===== src/design/mmi_defines.vh =====
// Purpose: constants of the multimaster two-wire bus controller
// Assumes: 50 MHz aclk, AXI4-Lite register access
// Notes:   byte addresses, bit positions, reset values, timing counts
`ifndef MMI_DEFINES_VH
`define MMI_DEFINES_VH

// ---------------------------------------------------------------
// register byte addresses
// ---------------------------------------------------------------
`define MMI_OFF_SHIFT  8'h00
`define MMI_OFF_SVA    8'h04
`define MMI_OFF_CTLA   8'h08
`define MMI_OFF_FLAG   8'h0c
`define MMI_OFF_STAT   8'h10
`define MMI_OFF_CTLB   8'h14
`define MMI_OFF_PER    8'h18
`define MMI_OFF_WID    8'h1c

// ---------------------------------------------------------------
// field positions
// ---------------------------------------------------------------
`define MMI_CA_OPEN    7
`define MMI_CA_EXIT    6
`define MMI_CA_WCAN    5
`define MMI_CA_SPIE    4
`define MMI_CA_WTIM    3
`define MMI_CA_ACKE    2
`define MMI_CA_STT     1
`define MMI_CA_SPT     0
`define MMI_FL_START_FAIL_FLAG    7
`define MMI_FL_BSY     6
`define MMI_FL_START_PERMIT_INIT   1
`define MMI_FL_RSV     0
`define MMI_CB_WUP     0
`define MMI_PER_EN     4

// ---------------------------------------------------------------
// reset values and codes
// ---------------------------------------------------------------
`define MMI_RST_BYTE   8'h00
// scl low width 250 cycles, high width 200 cycles
`define MMI_RST_WID    16'hc8fa
`define MMI_EXT_CODE   4'hf
`define MMI_RESP_OK    2'b00
`define MMI_RESP_ERR   2'b10

// ---------------------------------------------------------------
// timing
// ---------------------------------------------------------------
`define MMI_CLK_MHZ    50
`define MMI_HOLD_NS    20
`define MMI_HOLD_CYC   ((`MMI_HOLD_NS * `MMI_CLK_MHZ + 999) / 1000)

`endif


===== src/design/mmi_i2c_ctrl.v =====
// Purpose: multimaster two-wire bus controller with AXI4-Lite registers
// Assumes: bus lines open drain with external pull-ups, 50 MHz aclk
// Notes:   serial lines are sampled, not used as clocks
//
// Behaviour
// - idle stop, bus mode and wakeup mode
// - 8-bit transfers over two lines
// - master issues conditions; slave detects in hardware
// - lines only pulled low or released
// - wakeup: address or extension raises interrupt
// - one shift register for both directions
// - shift write during stretch resumes transfer
// - shift and own address reset to zero
// - own address in upper bits, bit0 zero
// - latch holds driven data level
// - interrupt on address match or extension
// - clock counter marks byte completion
// - interrupt at clock 8/9 or stop
// - master makes clock from sampling counter
// - data held after clock falling edge
// - start trigger; busy without reservation fails
// - stop trigger makes stop condition
// - bus state tracked, initial from permit bit
// - clock enable low holds block reset
// - operation enable clear stops and clears status
// - exit releases lines, clears flags
// - cancel at ninth clock releases data
`timescale 1ns/1ps
`include "mmi_defines.vh"

module mmi_i2c_ctrl (
    input  wire        aclk,
    input  wire        aresetn,
    input  wire [7:0]  s_axi_awaddr,
    input  wire        s_axi_awvalid,
    output wire        s_axi_awready,
    input  wire [31:0] s_axi_wdata,
    input  wire [3:0]  s_axi_wstrb,
    input  wire        s_axi_wvalid,
    output wire        s_axi_wready,
    output wire [1:0]  s_axi_bresp,
    output wire        s_axi_bvalid,
    input  wire        s_axi_bready,
    input  wire [7:0]  s_axi_araddr,
    input  wire        s_axi_arvalid,
    output wire        s_axi_arready,
    output wire [31:0] s_axi_rdata,
    output wire [1:0]  s_axi_rresp,
    output wire        s_axi_rvalid,
    input  wire        s_axi_rready,
    input  wire        bus_clock_pin_in,
    output wire        bus_clock_pin_out,
    output wire        bus_clock_pin_oe,
    input  wire        bus_data_pin_in,
    output wire        bus_data_pin_out,
    output wire        bus_data_pin_oe,
    output wire        bus_irq
);

    localparam S_IDLE = 4'd0;
    localparam S_SA   = 4'd1;
    localparam S_SB   = 4'd2;
    localparam S_SC   = 4'd3;
    localparam S_LOW  = 4'd4;
    localparam S_HIGH = 4'd5;
    localparam S_PA   = 4'd6;
    localparam S_PB   = 4'd7;
    localparam S_PC   = 4'd8;

    function hit;
        input [7:0] a;
        input [7:0] off;
        hit = (a[7:2] == off[7:2]);
    endfunction

    // ---------------------------------------------------------------
    // AXI4-Lite handshake
    // ---------------------------------------------------------------
    reg        awready_r, wready_r, bvalid_r, arready_r, rvalid_r;
    reg        aw_got_r, w_got_r;
    reg [7:0]  waddr_r;
    reg [31:0] wd;
    reg [3:0]  wstrb_r;
    reg [1:0]  bresp_r, rresp_r;
    reg [31:0] rdata_r;
    reg        per_en_r;
    wire       do_wr = aw_got_r & w_got_r & ~bvalid_r;
    wire       wmap  = waddr_r <= `MMI_OFF_WID;
    wire       wr_ok = do_wr & per_en_r & wstrb_r[0];
    wire       wr_shift = wr_ok & hit(waddr_r, `MMI_OFF_SHIFT);
    wire       wr_sva   = wr_ok & hit(waddr_r, `MMI_OFF_SVA);
    wire       wr_ctla  = wr_ok & hit(waddr_r, `MMI_OFF_CTLA);
    wire       wr_flag  = wr_ok & hit(waddr_r, `MMI_OFF_FLAG);
    wire       wr_ctlb  = wr_ok & hit(waddr_r, `MMI_OFF_CTLB);
    wire       wr_wid   = do_wr & per_en_r & hit(waddr_r, `MMI_OFF_WID);

    // ---------------------------------------------------------------
    // controller state
    // ---------------------------------------------------------------
    reg [7:0]  shift_r, sva_r;
    reg        open_r, spie_r, wtim_r, acke_r, stt_r, spt_r;
    reg        rsv_r, start_permit_init_r, start_fail_flag_r, busy_r, wup_r;
    reg [15:0] wid_r;
    reg        msts_r, ald_r, exc_r, coi_r, trc_r, ackd_r, std_r, spd_r;
    reg [3:0]  bitcnt_r, mst_r;
    reg        addr_ph_r, stretch_r, pend_r, sda_low_r, m_scl_low_r;
    reg        scl_oe_r, irq_r, zero_r;
    reg [7:0]  hold_r, wcnt_r;
    wire [1:0] sy2_w;
    reg        scl_d_r, sda_d_r;
    wire [7:0] st_word = {msts_r, ald_r, exc_r, coi_r, trc_r, ackd_r, std_r, spd_r};
    wire [7:0] ca_word = {open_r, 2'b00, spie_r, wtim_r, acke_r, stt_r, spt_r};
    wire [7:0] fl_word = {start_fail_flag_r, busy_r, 4'h0, start_permit_init_r, rsv_r};

    always @(posedge aclk) begin
        if (!aresetn) begin
            awready_r <= 1'b1;
            wready_r  <= 1'b1;
            arready_r <= 1'b1;
            bvalid_r  <= 1'b0;
            rvalid_r  <= 1'b0;
            aw_got_r  <= 1'b0;
            w_got_r   <= 1'b0;
            waddr_r   <= 8'h00;
            wd        <= 32'h0000_0000;
            wstrb_r   <= 4'h0;
            bresp_r   <= `MMI_RESP_OK;
            rresp_r   <= `MMI_RESP_OK;
            rdata_r   <= 32'h0000_0000;
            per_en_r  <= 1'b0;
        end else begin
            if (s_axi_awvalid && awready_r) begin
                aw_got_r  <= 1'b1;
                awready_r <= 1'b0;
                waddr_r   <= s_axi_awaddr;
            end
            if (s_axi_wvalid && wready_r) begin
                w_got_r  <= 1'b1;
                wready_r <= 1'b0;
                wd       <= s_axi_wdata;
                wstrb_r  <= s_axi_wstrb;
            end
            if (do_wr) begin
                bvalid_r <= 1'b1;
                bresp_r  <= wmap ? `MMI_RESP_OK : `MMI_RESP_ERR;
                if (hit(waddr_r, `MMI_OFF_PER) && wstrb_r[0])
                    per_en_r <= wd[`MMI_PER_EN];
            end
            if (bvalid_r && s_axi_bready) begin
                bvalid_r  <= 1'b0;
                aw_got_r  <= 1'b0;
                w_got_r   <= 1'b0;
                awready_r <= 1'b1;
                wready_r  <= 1'b1;
            end
            if (s_axi_arvalid && arready_r) begin
                arready_r <= 1'b0;
                rvalid_r  <= 1'b1;
                rresp_r   <= (s_axi_araddr <= `MMI_OFF_WID) ? `MMI_RESP_OK : `MMI_RESP_ERR;
                case (s_axi_araddr[7:2])
                    6'd0:    rdata_r <= {24'h0, shift_r};
                    6'd1:    rdata_r <= {24'h0, sva_r};
                    6'd2:    rdata_r <= {24'h0, ca_word};  // exit/cancel read 0
                    6'd3:    rdata_r <= {24'h0, fl_word};
                    6'd4:    rdata_r <= {24'h0, st_word};
                    6'd5:    rdata_r <= {31'h0, wup_r};
                    6'd6:    rdata_r <= {27'h0, per_en_r, 4'h0};
                    6'd7:    rdata_r <= {16'h0, wid_r};
                    default: rdata_r <= 32'h0000_0000;
                endcase
            end
            if (rvalid_r && s_axi_rready) begin
                rvalid_r  <= 1'b0;
                arready_r <= 1'b1;
            end
        end
    end

    // ---------------------------------------------------------------
    // line synchronisers
    // ---------------------------------------------------------------
    wire [1:0] pin_in = {bus_data_pin_in, bus_clock_pin_in};
    genvar gi;
    generate
        for (gi = 0; gi < 2; gi = gi + 1) begin : g_sync
            reg s1_r, s2_r;
            always @(posedge aclk) begin
                if (!aresetn) begin
                    s1_r <= 1'b1;
                    s2_r <= 1'b1;
                end else begin
                    s1_r <= pin_in[gi];
                    s2_r <= s1_r;
                end
            end
            assign sy2_w[gi] = s2_r;
        end
    endgenerate

    wire scl_s    = sy2_w[0];
    wire sda_s    = sy2_w[1];
    wire scl_rise = scl_s & ~scl_d_r;
    wire scl_fall = ~scl_s & scl_d_r;
    wire st_det   = scl_s & scl_d_r & sda_d_r & ~sda_s;
    wire sp_det   = scl_s & scl_d_r & ~sda_d_r & sda_s;
    wire part     = msts_r | coi_r | exc_r;
    wire [7:0] nb = {shift_r[6:0], sda_s};
    wire match    = (nb[7:1] == sva_r[7:1]);
    wire extc     = (nb[7:4] == `MMI_EXT_CODE);
    wire lo_done  = wcnt_r >= wid_r[7:0];
    wire hi_done  = wcnt_r >= wid_r[15:8];
    wire rst_i    = ~aresetn | ~per_en_r;
    wire [31:0] hold_calc = `MMI_HOLD_CYC;
    wire [7:0]  hold_cyc  = hold_calc[7:0];

    // ---------------------------------------------------------------
    // protocol engine and control registers
    // ---------------------------------------------------------------
    always @(posedge aclk) begin
        if (rst_i) begin
            shift_r <= `MMI_RST_BYTE;
            sva_r   <= `MMI_RST_BYTE;
            {open_r, spie_r, wtim_r, acke_r, stt_r, spt_r} <= 6'h00;
            {rsv_r, start_permit_init_r, start_fail_flag_r, busy_r, wup_r} <= 5'h00;
            wid_r   <= `MMI_RST_WID;
            {msts_r, ald_r, exc_r, coi_r, trc_r, ackd_r, std_r, spd_r} <= 8'h00;
            bitcnt_r <= 4'd0;
            mst_r    <= S_IDLE;
            {addr_ph_r, stretch_r, pend_r, sda_low_r, m_scl_low_r} <= 5'h00;
            {scl_oe_r, irq_r, zero_r} <= 3'h0;
            hold_r  <= 8'h00;
            wcnt_r  <= 8'h00;
            scl_d_r <= 1'b1;
            sda_d_r <= 1'b1;
        end else begin
            scl_d_r  <= scl_s;
            sda_d_r  <= sda_s;
            irq_r    <= 1'b0;
            scl_oe_r <= open_r & (stretch_r | m_scl_low_r);
            if (wr_sva) sva_r <= {wd[7:1], 1'b0};
            if (wr_ctlb) wup_r <= wd[`MMI_CB_WUP];
            if (wr_flag) begin
                rsv_r   <= wd[`MMI_FL_RSV];
                start_permit_init_r <= wd[`MMI_FL_START_PERMIT_INIT];
            end
            if (wr_wid && wstrb_r[0]) wid_r[7:0] <= wd[7:0];
            if (wr_wid && wstrb_r[1]) wid_r[15:8] <= wd[15:8];
            if (wr_ctla) begin
                open_r <= wd[`MMI_CA_OPEN];
                spie_r <= wd[`MMI_CA_SPIE];
                wtim_r <= wd[`MMI_CA_WTIM];
                acke_r <= wd[`MMI_CA_ACKE];
            end
            if (wr_shift) shift_r <= wd[7:0];
            if (!open_r) begin
                // idle stop: no transfers, status and bus state cleared
                {msts_r, ald_r, exc_r, coi_r, trc_r, ackd_r, std_r, spd_r} <= 8'h00;
                {start_fail_flag_r, busy_r, stt_r, spt_r} <= 4'h0;
                {addr_ph_r, stretch_r, sda_low_r, m_scl_low_r} <= 4'h0;
                mst_r    <= S_IDLE;
                bitcnt_r <= 4'd0;
                hold_r   <= 8'h00;
                if (wr_ctla && wd[`MMI_CA_OPEN])
                    busy_r <= ~start_permit_init_r;
            end else begin
                // bus state and condition detection
                if (st_det) begin
                    {std_r, spd_r, busy_r, addr_ph_r} <= 4'b1011;
                    {coi_r, exc_r} <= 2'b00;
                    bitcnt_r <= 4'd0;
                    if (!msts_r) trc_r <= 1'b0;
                end else if (sp_det) begin
                    {spd_r, std_r, busy_r, addr_ph_r} <= 4'b1000;
                    {msts_r, coi_r, exc_r, trc_r} <= 4'h0;
                    bitcnt_r <= 4'd0;
                    if (spie_r && !wup_r) irq_r <= 1'b1;
                end else if (scl_rise && bitcnt_r < 4'd9 && (addr_ph_r || part)) begin
                    bitcnt_r <= bitcnt_r + 4'd1;
                    if (bitcnt_r < 4'd8) shift_r <= nb;
                    if (bitcnt_r == 4'd8 && trc_r) ackd_r <= ~sda_s;
                    if (msts_r && trc_r && bitcnt_r < 4'd8 && !sda_low_r && !sda_s) begin
                        // lost arbitration: drop out, keep listening
                        {ald_r, msts_r, trc_r, m_scl_low_r} <= 4'b1000;
                        mst_r <= S_IDLE;
                    end else if (addr_ph_r && bitcnt_r == 4'd7) begin
                        if (msts_r) begin
                            trc_r <= ~nb[0];
                        end else begin
                            coi_r <= match;
                            exc_r <= extc;
                            trc_r <= nb[0] & match;
                            if (!match && !extc) addr_ph_r <= 1'b0;
                            if (wup_r && (match || extc)) irq_r <= 1'b1;
                        end
                    end
                end else if (scl_fall && part) begin
                    hold_r <= hold_cyc;
                    if (bitcnt_r == 4'd8) begin
                        pend_r <= addr_ph_r ? (~msts_r & (coi_r | (exc_r & acke_r)))
                                            : (acke_r & ~trc_r);
                        if (!wtim_r) begin
                            stretch_r <= 1'b1;
                            irq_r <= ~wup_r;
                        end
                    end else if (bitcnt_r == 4'd9) begin
                        pend_r    <= 1'b0;
                        bitcnt_r  <= 4'd0;
                        addr_ph_r <= 1'b0;
                        if (wtim_r) begin
                            stretch_r <= 1'b1;
                            irq_r <= ~wup_r;
                        end
                    end else begin
                        pend_r <= trc_r & ~shift_r[7];
                    end
                end
                if (hold_r != 8'h00) begin
                    hold_r <= hold_r - 8'h01;
                    if (hold_r == 8'h01) sda_low_r <= pend_r;
                end

                // master clock and condition generator
                case (mst_r)
                    S_IDLE: begin
                        wcnt_r <= 8'h00;
                        if (stt_r && !busy_r) mst_r <= S_SA;  // reserved start runs here
                        if (spt_r && !msts_r) spt_r <= 1'b0;
                    end
                    S_SA: begin
                        sda_low_r <= 1'b0;
                        wcnt_r <= lo_done ? 8'h00 : wcnt_r + 8'h01;
                        if (lo_done) begin
                            {m_scl_low_r, stretch_r} <= 2'b00;
                            mst_r <= S_SB;
                        end
                    end
                    S_SB: begin
                        wcnt_r <= (!scl_s || hi_done) ? 8'h00 : wcnt_r + 8'h01;
                        if (scl_s && hi_done) mst_r <= S_SC;
                    end
                    S_SC: begin
                        sda_low_r <= 1'b1;
                        wcnt_r <= hi_done ? 8'h00 : wcnt_r + 8'h01;
                        if (hi_done) begin
                            {m_scl_low_r, msts_r, trc_r, stretch_r} <= 4'hf;
                            stt_r <= 1'b0;
                            mst_r <= S_LOW;
                        end
                    end
                    S_LOW: begin
                        m_scl_low_r <= 1'b1;
                        if (spt_r) begin
                            wcnt_r <= 8'h00;
                            mst_r  <= S_PA;
                        end else if (stt_r) begin
                            wcnt_r <= 8'h00;
                            mst_r  <= S_SA;
                        end else begin
                            wcnt_r <= (stretch_r || lo_done) ? 8'h00 : wcnt_r + 8'h01;
                            if (!stretch_r && lo_done) begin
                                m_scl_low_r <= 1'b0;
                                mst_r <= S_HIGH;
                            end
                        end
                    end
                    S_HIGH: begin
                        // waits for the line to rise, so a slave may stretch
                        wcnt_r <= (!scl_s || hi_done) ? 8'h00 : wcnt_r + 8'h01;
                        if (scl_s && hi_done) begin
                            m_scl_low_r <= 1'b1;
                            mst_r <= S_LOW;
                        end
                    end
                    S_PA: begin
                        sda_low_r <= 1'b1;
                        wcnt_r <= lo_done ? 8'h00 : wcnt_r + 8'h01;
                        if (lo_done) begin
                            {m_scl_low_r, stretch_r} <= 2'b00;
                            mst_r <= S_PB;
                        end
                    end
                    S_PB: begin
                        wcnt_r <= (!scl_s || hi_done) ? 8'h00 : wcnt_r + 8'h01;
                        if (scl_s && hi_done) mst_r <= S_PC;
                    end
                    S_PC: begin
                        sda_low_r <= 1'b0;
                        wcnt_r <= hi_done ? 8'h00 : wcnt_r + 8'h01;
                        if (hi_done) begin
                            {spt_r, msts_r} <= 2'b00;
                            mst_r <= S_IDLE;
                        end
                    end
                    default: mst_r <= S_IDLE;
                endcase

                // software actions last, so they win over engine updates
                if (wr_shift) begin
                    stretch_r <= 1'b0;
                    if (bitcnt_r != 4'd8) sda_low_r <= trc_r & ~wd[7];
                end
                if (wr_ctla && wd[`MMI_CA_STT]) begin
                    if (busy_r && !msts_r && rsv_r) begin
                        start_fail_flag_r <= 1'b1;
                    end else begin
                        stt_r  <= 1'b1;
                        start_fail_flag_r <= 1'b0;
                    end
                end
                if (wr_ctla && wd[`MMI_CA_SPT]) spt_r <= 1'b1;
                if (wr_ctla && wd[`MMI_CA_WCAN]) begin
                    stretch_r <= 1'b0;
                    if (bitcnt_r == 4'd0 && trc_r) begin
                        trc_r     <= 1'b0;
                        sda_low_r <= 1'b0;
                    end
                end
                if (wr_ctla && wd[`MMI_CA_EXIT]) begin
                    // lines released, idle until the next start
                    {stt_r, spt_r, msts_r, exc_r, coi_r, trc_r, ackd_r, std_r} <= 8'h00;
                    {sda_low_r, m_scl_low_r, stretch_r, addr_ph_r} <= 4'h0;
                    hold_r <= 8'h00;
                    mst_r  <= S_IDLE;
                end
            end
        end
    end

    assign s_axi_awready     = awready_r;
    assign s_axi_wready      = wready_r;
    assign s_axi_bresp       = bresp_r;
    assign s_axi_bvalid      = bvalid_r;
    assign s_axi_arready     = arready_r;
    assign s_axi_rdata       = rdata_r;
    assign s_axi_rresp       = rresp_r;
    assign s_axi_rvalid      = rvalid_r;
    assign bus_clock_pin_out = zero_r;
    assign bus_clock_pin_oe  = scl_oe_r;
    assign bus_data_pin_out  = zero_r;
    assign bus_data_pin_oe   = sda_low_r;
    assign bus_irq           = irq_r;

endmodule // mmi_i2c_ctrl


===== config.mk =====
export PLATFORM = sky130hd
export DESIGN_NAME = mmi_i2c_ctrl
export DESIGN_NICKNAME = d
export VERILOG_FILES = /design/src/design/mmi_i2c_ctrl.v
export VERILOG_INCLUDE_DIRS = /design/src /design/src/design
export SDC_FILE = /design/constraint.sdc
export NUM_CORES = 1
export LEC_CHECK = 0
export BUFFER_PORTS_ARGS = -buffer_cell sky130_fd_sc_hd__buf_2
export CORE_ASPECT_RATIO = 1.2
export CORE_UTILIZATION = 39
export CTS_CLUSTER_DIAMETER = 80
export DETAILED_ROUTE_END_ITERATION = 10
export SLEW_MARGIN = 15
export SYNTH_ARGS = -nofsm -noshare
export SYNTH_HDL_FRONTEND = slang
export SYNTH_SLANG_ARGS = --single-unit

===== constraint.sdc =====
create_clock -name aclk -period 3.2 [get_ports aclk]
set_clock_uncertainty 0.05 [all_clocks]
set_input_delay 0.32 -clock aclk [delete_from_list [all_inputs] [get_ports aclk]]
set_output_delay 0.32 -clock aclk [all_outputs]
set_load 0.05 [all_outputs]

After elaboration in Yosys (flattened, before gate mapping). Index checks and enable logic that the tools add are counted.

Bits in registers: 157. Memories: 0. Latch bits: 0. ROM bits: 0. RAM bits: 0.

Magnitude comparators: 6. Reductions and logical operators: 81. Div/mod/pow operators: 0. Bitwise logic cells: 47. Eq/ne operators: 40. Shift-type cells: 0. Add/sub/neg operators: 3. Multiply operators: 0. Muxes and demuxes: 126.

Operators by type and width (number): $mux 8 (17); $pmux 16 s8 (1); $mux 1 (80); $mux 4 (19); $eq 6x3->1 const B (7); $pmux 8 s5 (1); $pmux 4 s9 (1); $logic_and 1x1->1 (32); $and 1x1->1 (24); $eq 6x2->1 const B (4); $eq 4x3->1 const B (5); $not 1->1 (18); $eq 4x4->1 const B (4); $ge 8x8->1 (2); $le 8x5->1 const B (2); $ne 4x4->1 const B (4); $reduce_and 4->1 (4); $reduce_or 2->1 (7); $eq 6x1->1 const B (2); $logic_not 6->1 (2); $reduce_or 5->1 (2); $logic_not 1->1 (9); $reduce_or 3->1 (3); $add 8x1->8 const B (1); 28 further kinds (52).

Depth between registers and ports, before layout.
Depth after elaboration: 12. Depth in mapped cells: 9. Gate-level depth less buffers: 8.

Worst setup path before layout. OpenSTA, ideal clock, no wires.

Kind: reg2reg. Start: register wcnt_r[0]. End: register mst_r[1]. Cell stages (with the launch flop): 10. Arrival: 1.991 ns. Period minus slack after synthesis: 2.166 ns. Setup slack: 1.034 ns. Buffers on the path: 1. Cell sequence: dfxtp_1 inv_1 ha_1 nand2b_1 a2111oi_0 o21ai_1 buf_2 a31oi_1 o221a_1 a211oi_1.

Longest elaborated chain between the ends: 6. Elaborated cells between the ends (all ways): 15. Those cells by class: 2 x order compare; 11 x mux; 2 x reduce/logical.

Ends and longest elaborated chain: start: declaration (line mmi_i2c_ctrl.v:108) `reg [7:0] hold_r, wcnt_r;`; start signal: assignment (line mmi_i2c_ctrl.v:331) `wcnt_r <= lo_done ? 8'h00 : wcnt_r + 8'h01;`; start signal: assignment (line mmi_i2c_ctrl.v:338) `wcnt_r <= (!scl_s || hi_done) ? 8'h00 : wcnt_r + 8'h01;`; start signal: assignment (line mmi_i2c_ctrl.v:343) `wcnt_r <= hi_done ? 8'h00 : wcnt_r + 8'h01;`; $ge 8x8->1 (line mmi_i2c_ctrl.v:210) `wire lo_done = wcnt_r >= wid_r[7:0];`; $logic_and 1x1->1 (line mmi_i2c_ctrl.v:360) `if (!stretch_r && lo_done) begin`; $mux 4 (line mmi_i2c_ctrl.v:360); $mux 4 (line mmi_i2c_ctrl.v:355) `end else if (stt_r) begin`; $mux 4 (line mmi_i2c_ctrl.v:352) `if (spt_r) begin`; $pmux 4 s9 (*) (line mmi_i2c_ctrl.v:323) `case (mst_r)`; end signal: assignment (line mmi_i2c_ctrl.v:354) `mst_r <= S_PA;`; end signal: assignment (line mmi_i2c_ctrl.v:357) `mst_r <= S_SA;`; end signal: assignment (line mmi_i2c_ctrl.v:362) `mst_r <= S_HIGH;`; end: declaration (line mmi_i2c_ctrl.v:105) `reg [3:0] bitcnt_r, mst_r;`.

Mark *: on every way between the ends. The rest lies on a longest branch, timed or not. A chain may end at the register's enable or synchronous reset.

Worst setup path after layout. Same ends and word-level chain as after synthesis.

==> metrics.log <==
[metrics] outcome: finished clean
[metrics] total setup violations reported at the end of the flow: 0
[metrics] CTS buffer count: 17
[metrics] Die Width: 127 um
[metrics] path type of the worst min-delay path: input port to register
[metrics] worst min-delay path endpoint: g_sync[0].s1_r$_SDFF_PN1_
[metrics] Fillers: between 1500 and 2000
[metrics] largest net degree at the start of global routing: 50
[metrics] post-layout net count: between 1000 and 1500
[metrics] total negative slack: 0 ps
[metrics] overall routing resource usage: 0.207
[metrics] sequential area share after synthesis: 0.383
[metrics] post-CTS repair timing setup buffer count: 0
[metrics] via count of the first global-routing pass: 5823
[metrics] fraction of layout instances using a drive strength above 1: 0.141
[metrics] initial antenna violation count: 0
[metrics] Worst Path Class, Setup: register to register
[metrics] Critical Path Start Type: register
[metrics] post-cts hold buffer count: 0
[metrics] clock input transition at the sequential cells of the worst setup and hold paths: approximately 60 ps
[metrics] maximum vdd ir drop: between 300 and 400 uV
[metrics] post-detailed-route wirelength per cell: roughly 16 um
[metrics] crit end category: register
[metrics] diodes inserted: 0
[metrics] Max-Slew Margin vs Limit: 0.481
[metrics] die height: 152 um
[metrics] # Max-Cap Violations: 0
[metrics] number of storage elements in the synthesis netlist: about 140
[metrics] pin slew with the least headroom to its limit: roughly 780 ps
[metrics] violation count after the first detailed-routing iteration: around 390
[metrics] DP Cell Count: 1131
[metrics] drt pass-1 iters: 5
[metrics] Clk Latency, worst-skew pair: between 400 and 500 ps
[metrics] number of design rule violations left after detail routing: 0
[metrics] number of hold-slack violations in the final timing report: 0
[metrics] number of gates resized after CTS: 0
[metrics] number of H-tree levels: 4
[metrics] sinks on the clock net: 139
[metrics] flop2flop setup slack: around 650 ps
[metrics] cell area after placement: about 0.0077 mm2
[metrics] endpoint arrival time on the critical path: ~2800 ps
[metrics] area delta synth->final: 14.3%
[metrics] Routed WL: around 19 mm
[metrics] Core Rows: 54
[metrics] launch point of the worst reg-to-reg path: wcnt_r[0]$_SDFFE_PP0P_
[metrics] count of cells along the worst hold path: 2
[metrics] fin cells: 1163
[metrics] worst hold path startpoint: bus_clock_pin_in
[metrics] terminus of the critical flop-to-flop path: mst_r[1]$_SDFF_PP0_
[metrics] CTS root buffer: clkbuf_16
[metrics] maximum clock insertion buffer count: 2
[metrics] vias: about 6300
[metrics] final HPWL from detailed placement: ~14 mm
[metrics] number of flops mapped to enable cells by yosys: 0
[metrics] top-level I/O count: 107
[metrics] power density cells: approximately 500 mW/mm2
[metrics] most used flip-flop cell after synthesis: dfxtp_1
[metrics] share of the synthesized area in the top cell type: 0.383
[metrics] TritonCTS clock tree: yes
[metrics] antenna-violating nets left: 0
[metrics] fraction of synthesis flops using an asynchronous set or reset pin: 0
[metrics] standby leakage power: 0.00323 uW
[metrics] largest area contributor in the netlist: dfxtp_1
[metrics] vias per inst: roughly 5.4
[metrics] Area contributors post-synth: dfxtp_1 (38%), mux2i_1 (5.6%), nand2_1 (5.4%), nor2_1 (5.2%), ha_1 (4.1%)
[metrics] worst reg-to-reg path cell count: 9
[metrics] mean area per synthesized cell: approximately 8.3 um2
[metrics] peak fanout along the critical path: 6
[metrics] unrepaired setup endpoints after global routing: false
[metrics] Highest Clock Rate: ~400 MHz
[metrics] Synth cell types: just under 80
[metrics] fin area: 0.00831 mm2
[metrics] cell count after synthesis: ~870
[metrics] CP required: approximately 3500 ps
[metrics] grt total ovfl: 0
[metrics] Final Slew Violations: 0
[metrics] Final Wtd Congestion: roughly 0.92
[metrics] starting density of the core: 0.398
[metrics] Tcrit/Tclk final: 0.798
[metrics] number of buffers inserted by port buffering: 68
[metrics] final critical-path required period: ~2600 ps
[metrics] number of warnings printed during yosys synthesis: 0
[metrics] total die area: 0.0192 mm2
[metrics] Syn Std Cell Area: ~0.0073 mm2
[metrics] first-pass GRT wire length: around 31 mm
[metrics] Placeable Area: 0.0182 mm2
cell usage after synthesis, types with 4 or more instances:
cell      number
dfxtp_1      139
nand2_1      105
nor2_1       100
a21oi_1       50
mux2i_1       41
inv_1         35
clkbuf_1      29
nand3_1       29
a21boi_0      28
ha_1          24
nor2b_1       23
a22oi_1       21
buf_4         21
nor3_1        21
o211ai_1      18
nand2b_1      13
nand4_1       13
and2_1        12
buf_2         11
o21ai_0       11
a31oi_1        8
xor2_1         8
a211oi_1       7
o21ai_1        7
xnor2_1        7
a21o_1         5
nand3b_1       5
o21a_1         5
and3_1         4
o211a_1        4
o22ai_1        4
power by group:
group          switching [uW]  leakage [uW]  internal (uW)
Clock                     828      0.000287           1190
Sequential               35.0       0.00113           1760
Combinational             175       0.00181           68.3
Total                    1040       0.00323           3020
worst max path at each step:
stage / startpoint / end / slack (ps)
CTS: wcnt_r[0]$_SDFFE_PP0P_ / wcnt_r[6]$_SDFFE_PP0P_ / 650
floorplan: wcnt_r[0]$_SDFFE_PP0P_ / mst_r[1]$_SDFF_PP0_ / 1030
global placement: wcnt_r[0]$_SDFFE_PP0P_ / wcnt_r[6]$_SDFFE_PP0P_ / 740
detailed placement: wcnt_r[0]$_SDFFE_PP0P_ / wcnt_r[6]$_SDFFE_PP0P_ / 670
finish: wcnt_r[0]$_SDFFE_PP0P_ / mst_r[1]$_SDFF_PP0_ / 650
global route: wcnt_r[0]$_SDFFE_PP0P_ / wcnt_r[7]$_SDFFE_PP0P_ / 430
logic make-up (layout without fill, tap and decap cells):
group	Yosys count	after routing	synth area share
AND/OR/NAND/NOR	353	353	0.238
adder cells (fa/ha/maj)	24	24	0.0413
multiplexers	45	45	0.0642
other	1	20	0.000516
flip-flops	139	139	0.383
buffers and inverters	98	146	0.0633
XOR/XNOR	15	15	0.0181
AO/OA/AOI/OAI	197	197	0.192
area by class of cell:
type	count	area, um2	share of cell area
multi-input cells	654	4100	0.493
flip-flops and latches	139	2780	0.335
clock buffers	19	443	0.0533
repair buffers	78	415	0.0500
well taps	224	280	0.0337
clock inverters	13	156	0.0188
inverters	36	135	0.0163
layout by cell type (no fill, tap or decap), types with 10 or more instances in the layout:
master and instances:
inv_1 35, nand3_1 29, nor3_1 21, nand2_1 105, and2_1 12, a21oi_1 50
clkbuf_16 17, buf_4 10, a22oi_1 21, ha_1 24, o211ai_1 18, dfxtp_1 139
conb_1 20, o21ai_0 11, a21boi_0 28, nand2b_1 13, buf_2 68, nor2b_1 23
nand4_1 13, mux2i_1 41, nor2_1 100
metal layers:
layer,wire (um),track usage,up-vias,share of wire
met5,0,0,-,0
met4,338,0.0837,0,0.018
met3,896,0.0397,27,0.047
met2,9230,0.349,170,0.48
met1,8720,0.261,2920,0.45
li1,-,-,3156,-
critical path, cell delays in order (launching register included):
cell	delay, ps
dfxtp_1	410
inv_1	110
ha_1	270
nand2b_1	130
a2111oi_0	440
o21ai_1	280
buf_4	240
a31oi_1	240
o221a_1	210
a211oi_1	50
through the flow:
stage,utilization,power [uW],hold slack (ps),setup slack (ps)
after floorplan,-,2030,336,1030
after global placement,0.423,2080,387,736
after detailed placement,0.423,2080,381,673
after CTS,0.455,4090,23.2,652
after global routing,0.455,4190,42.0,433
final,0.455,4060,33.3,646
sequential cells by signal (all words and copies together) (netlist names), 2 cells and up:
| signal | cells |
|---|---|
| s_axi_rdata | 16 |
| g_sync.s1_r | 2 |
| sva_r | 7 |
| hold_r | 8 |
| shift_r | 8 |
| wstrb_r | 2 |
| mst_r | 4 |
| wcnt_r | 8 |
| g_sync.s2_r | 2 |
| waddr_r | 8 |
| wd | 16 |
| wid_r | 16 |
| bitcnt_r | 4 |
Note: power is estimated with default switching activity, not from simulation.
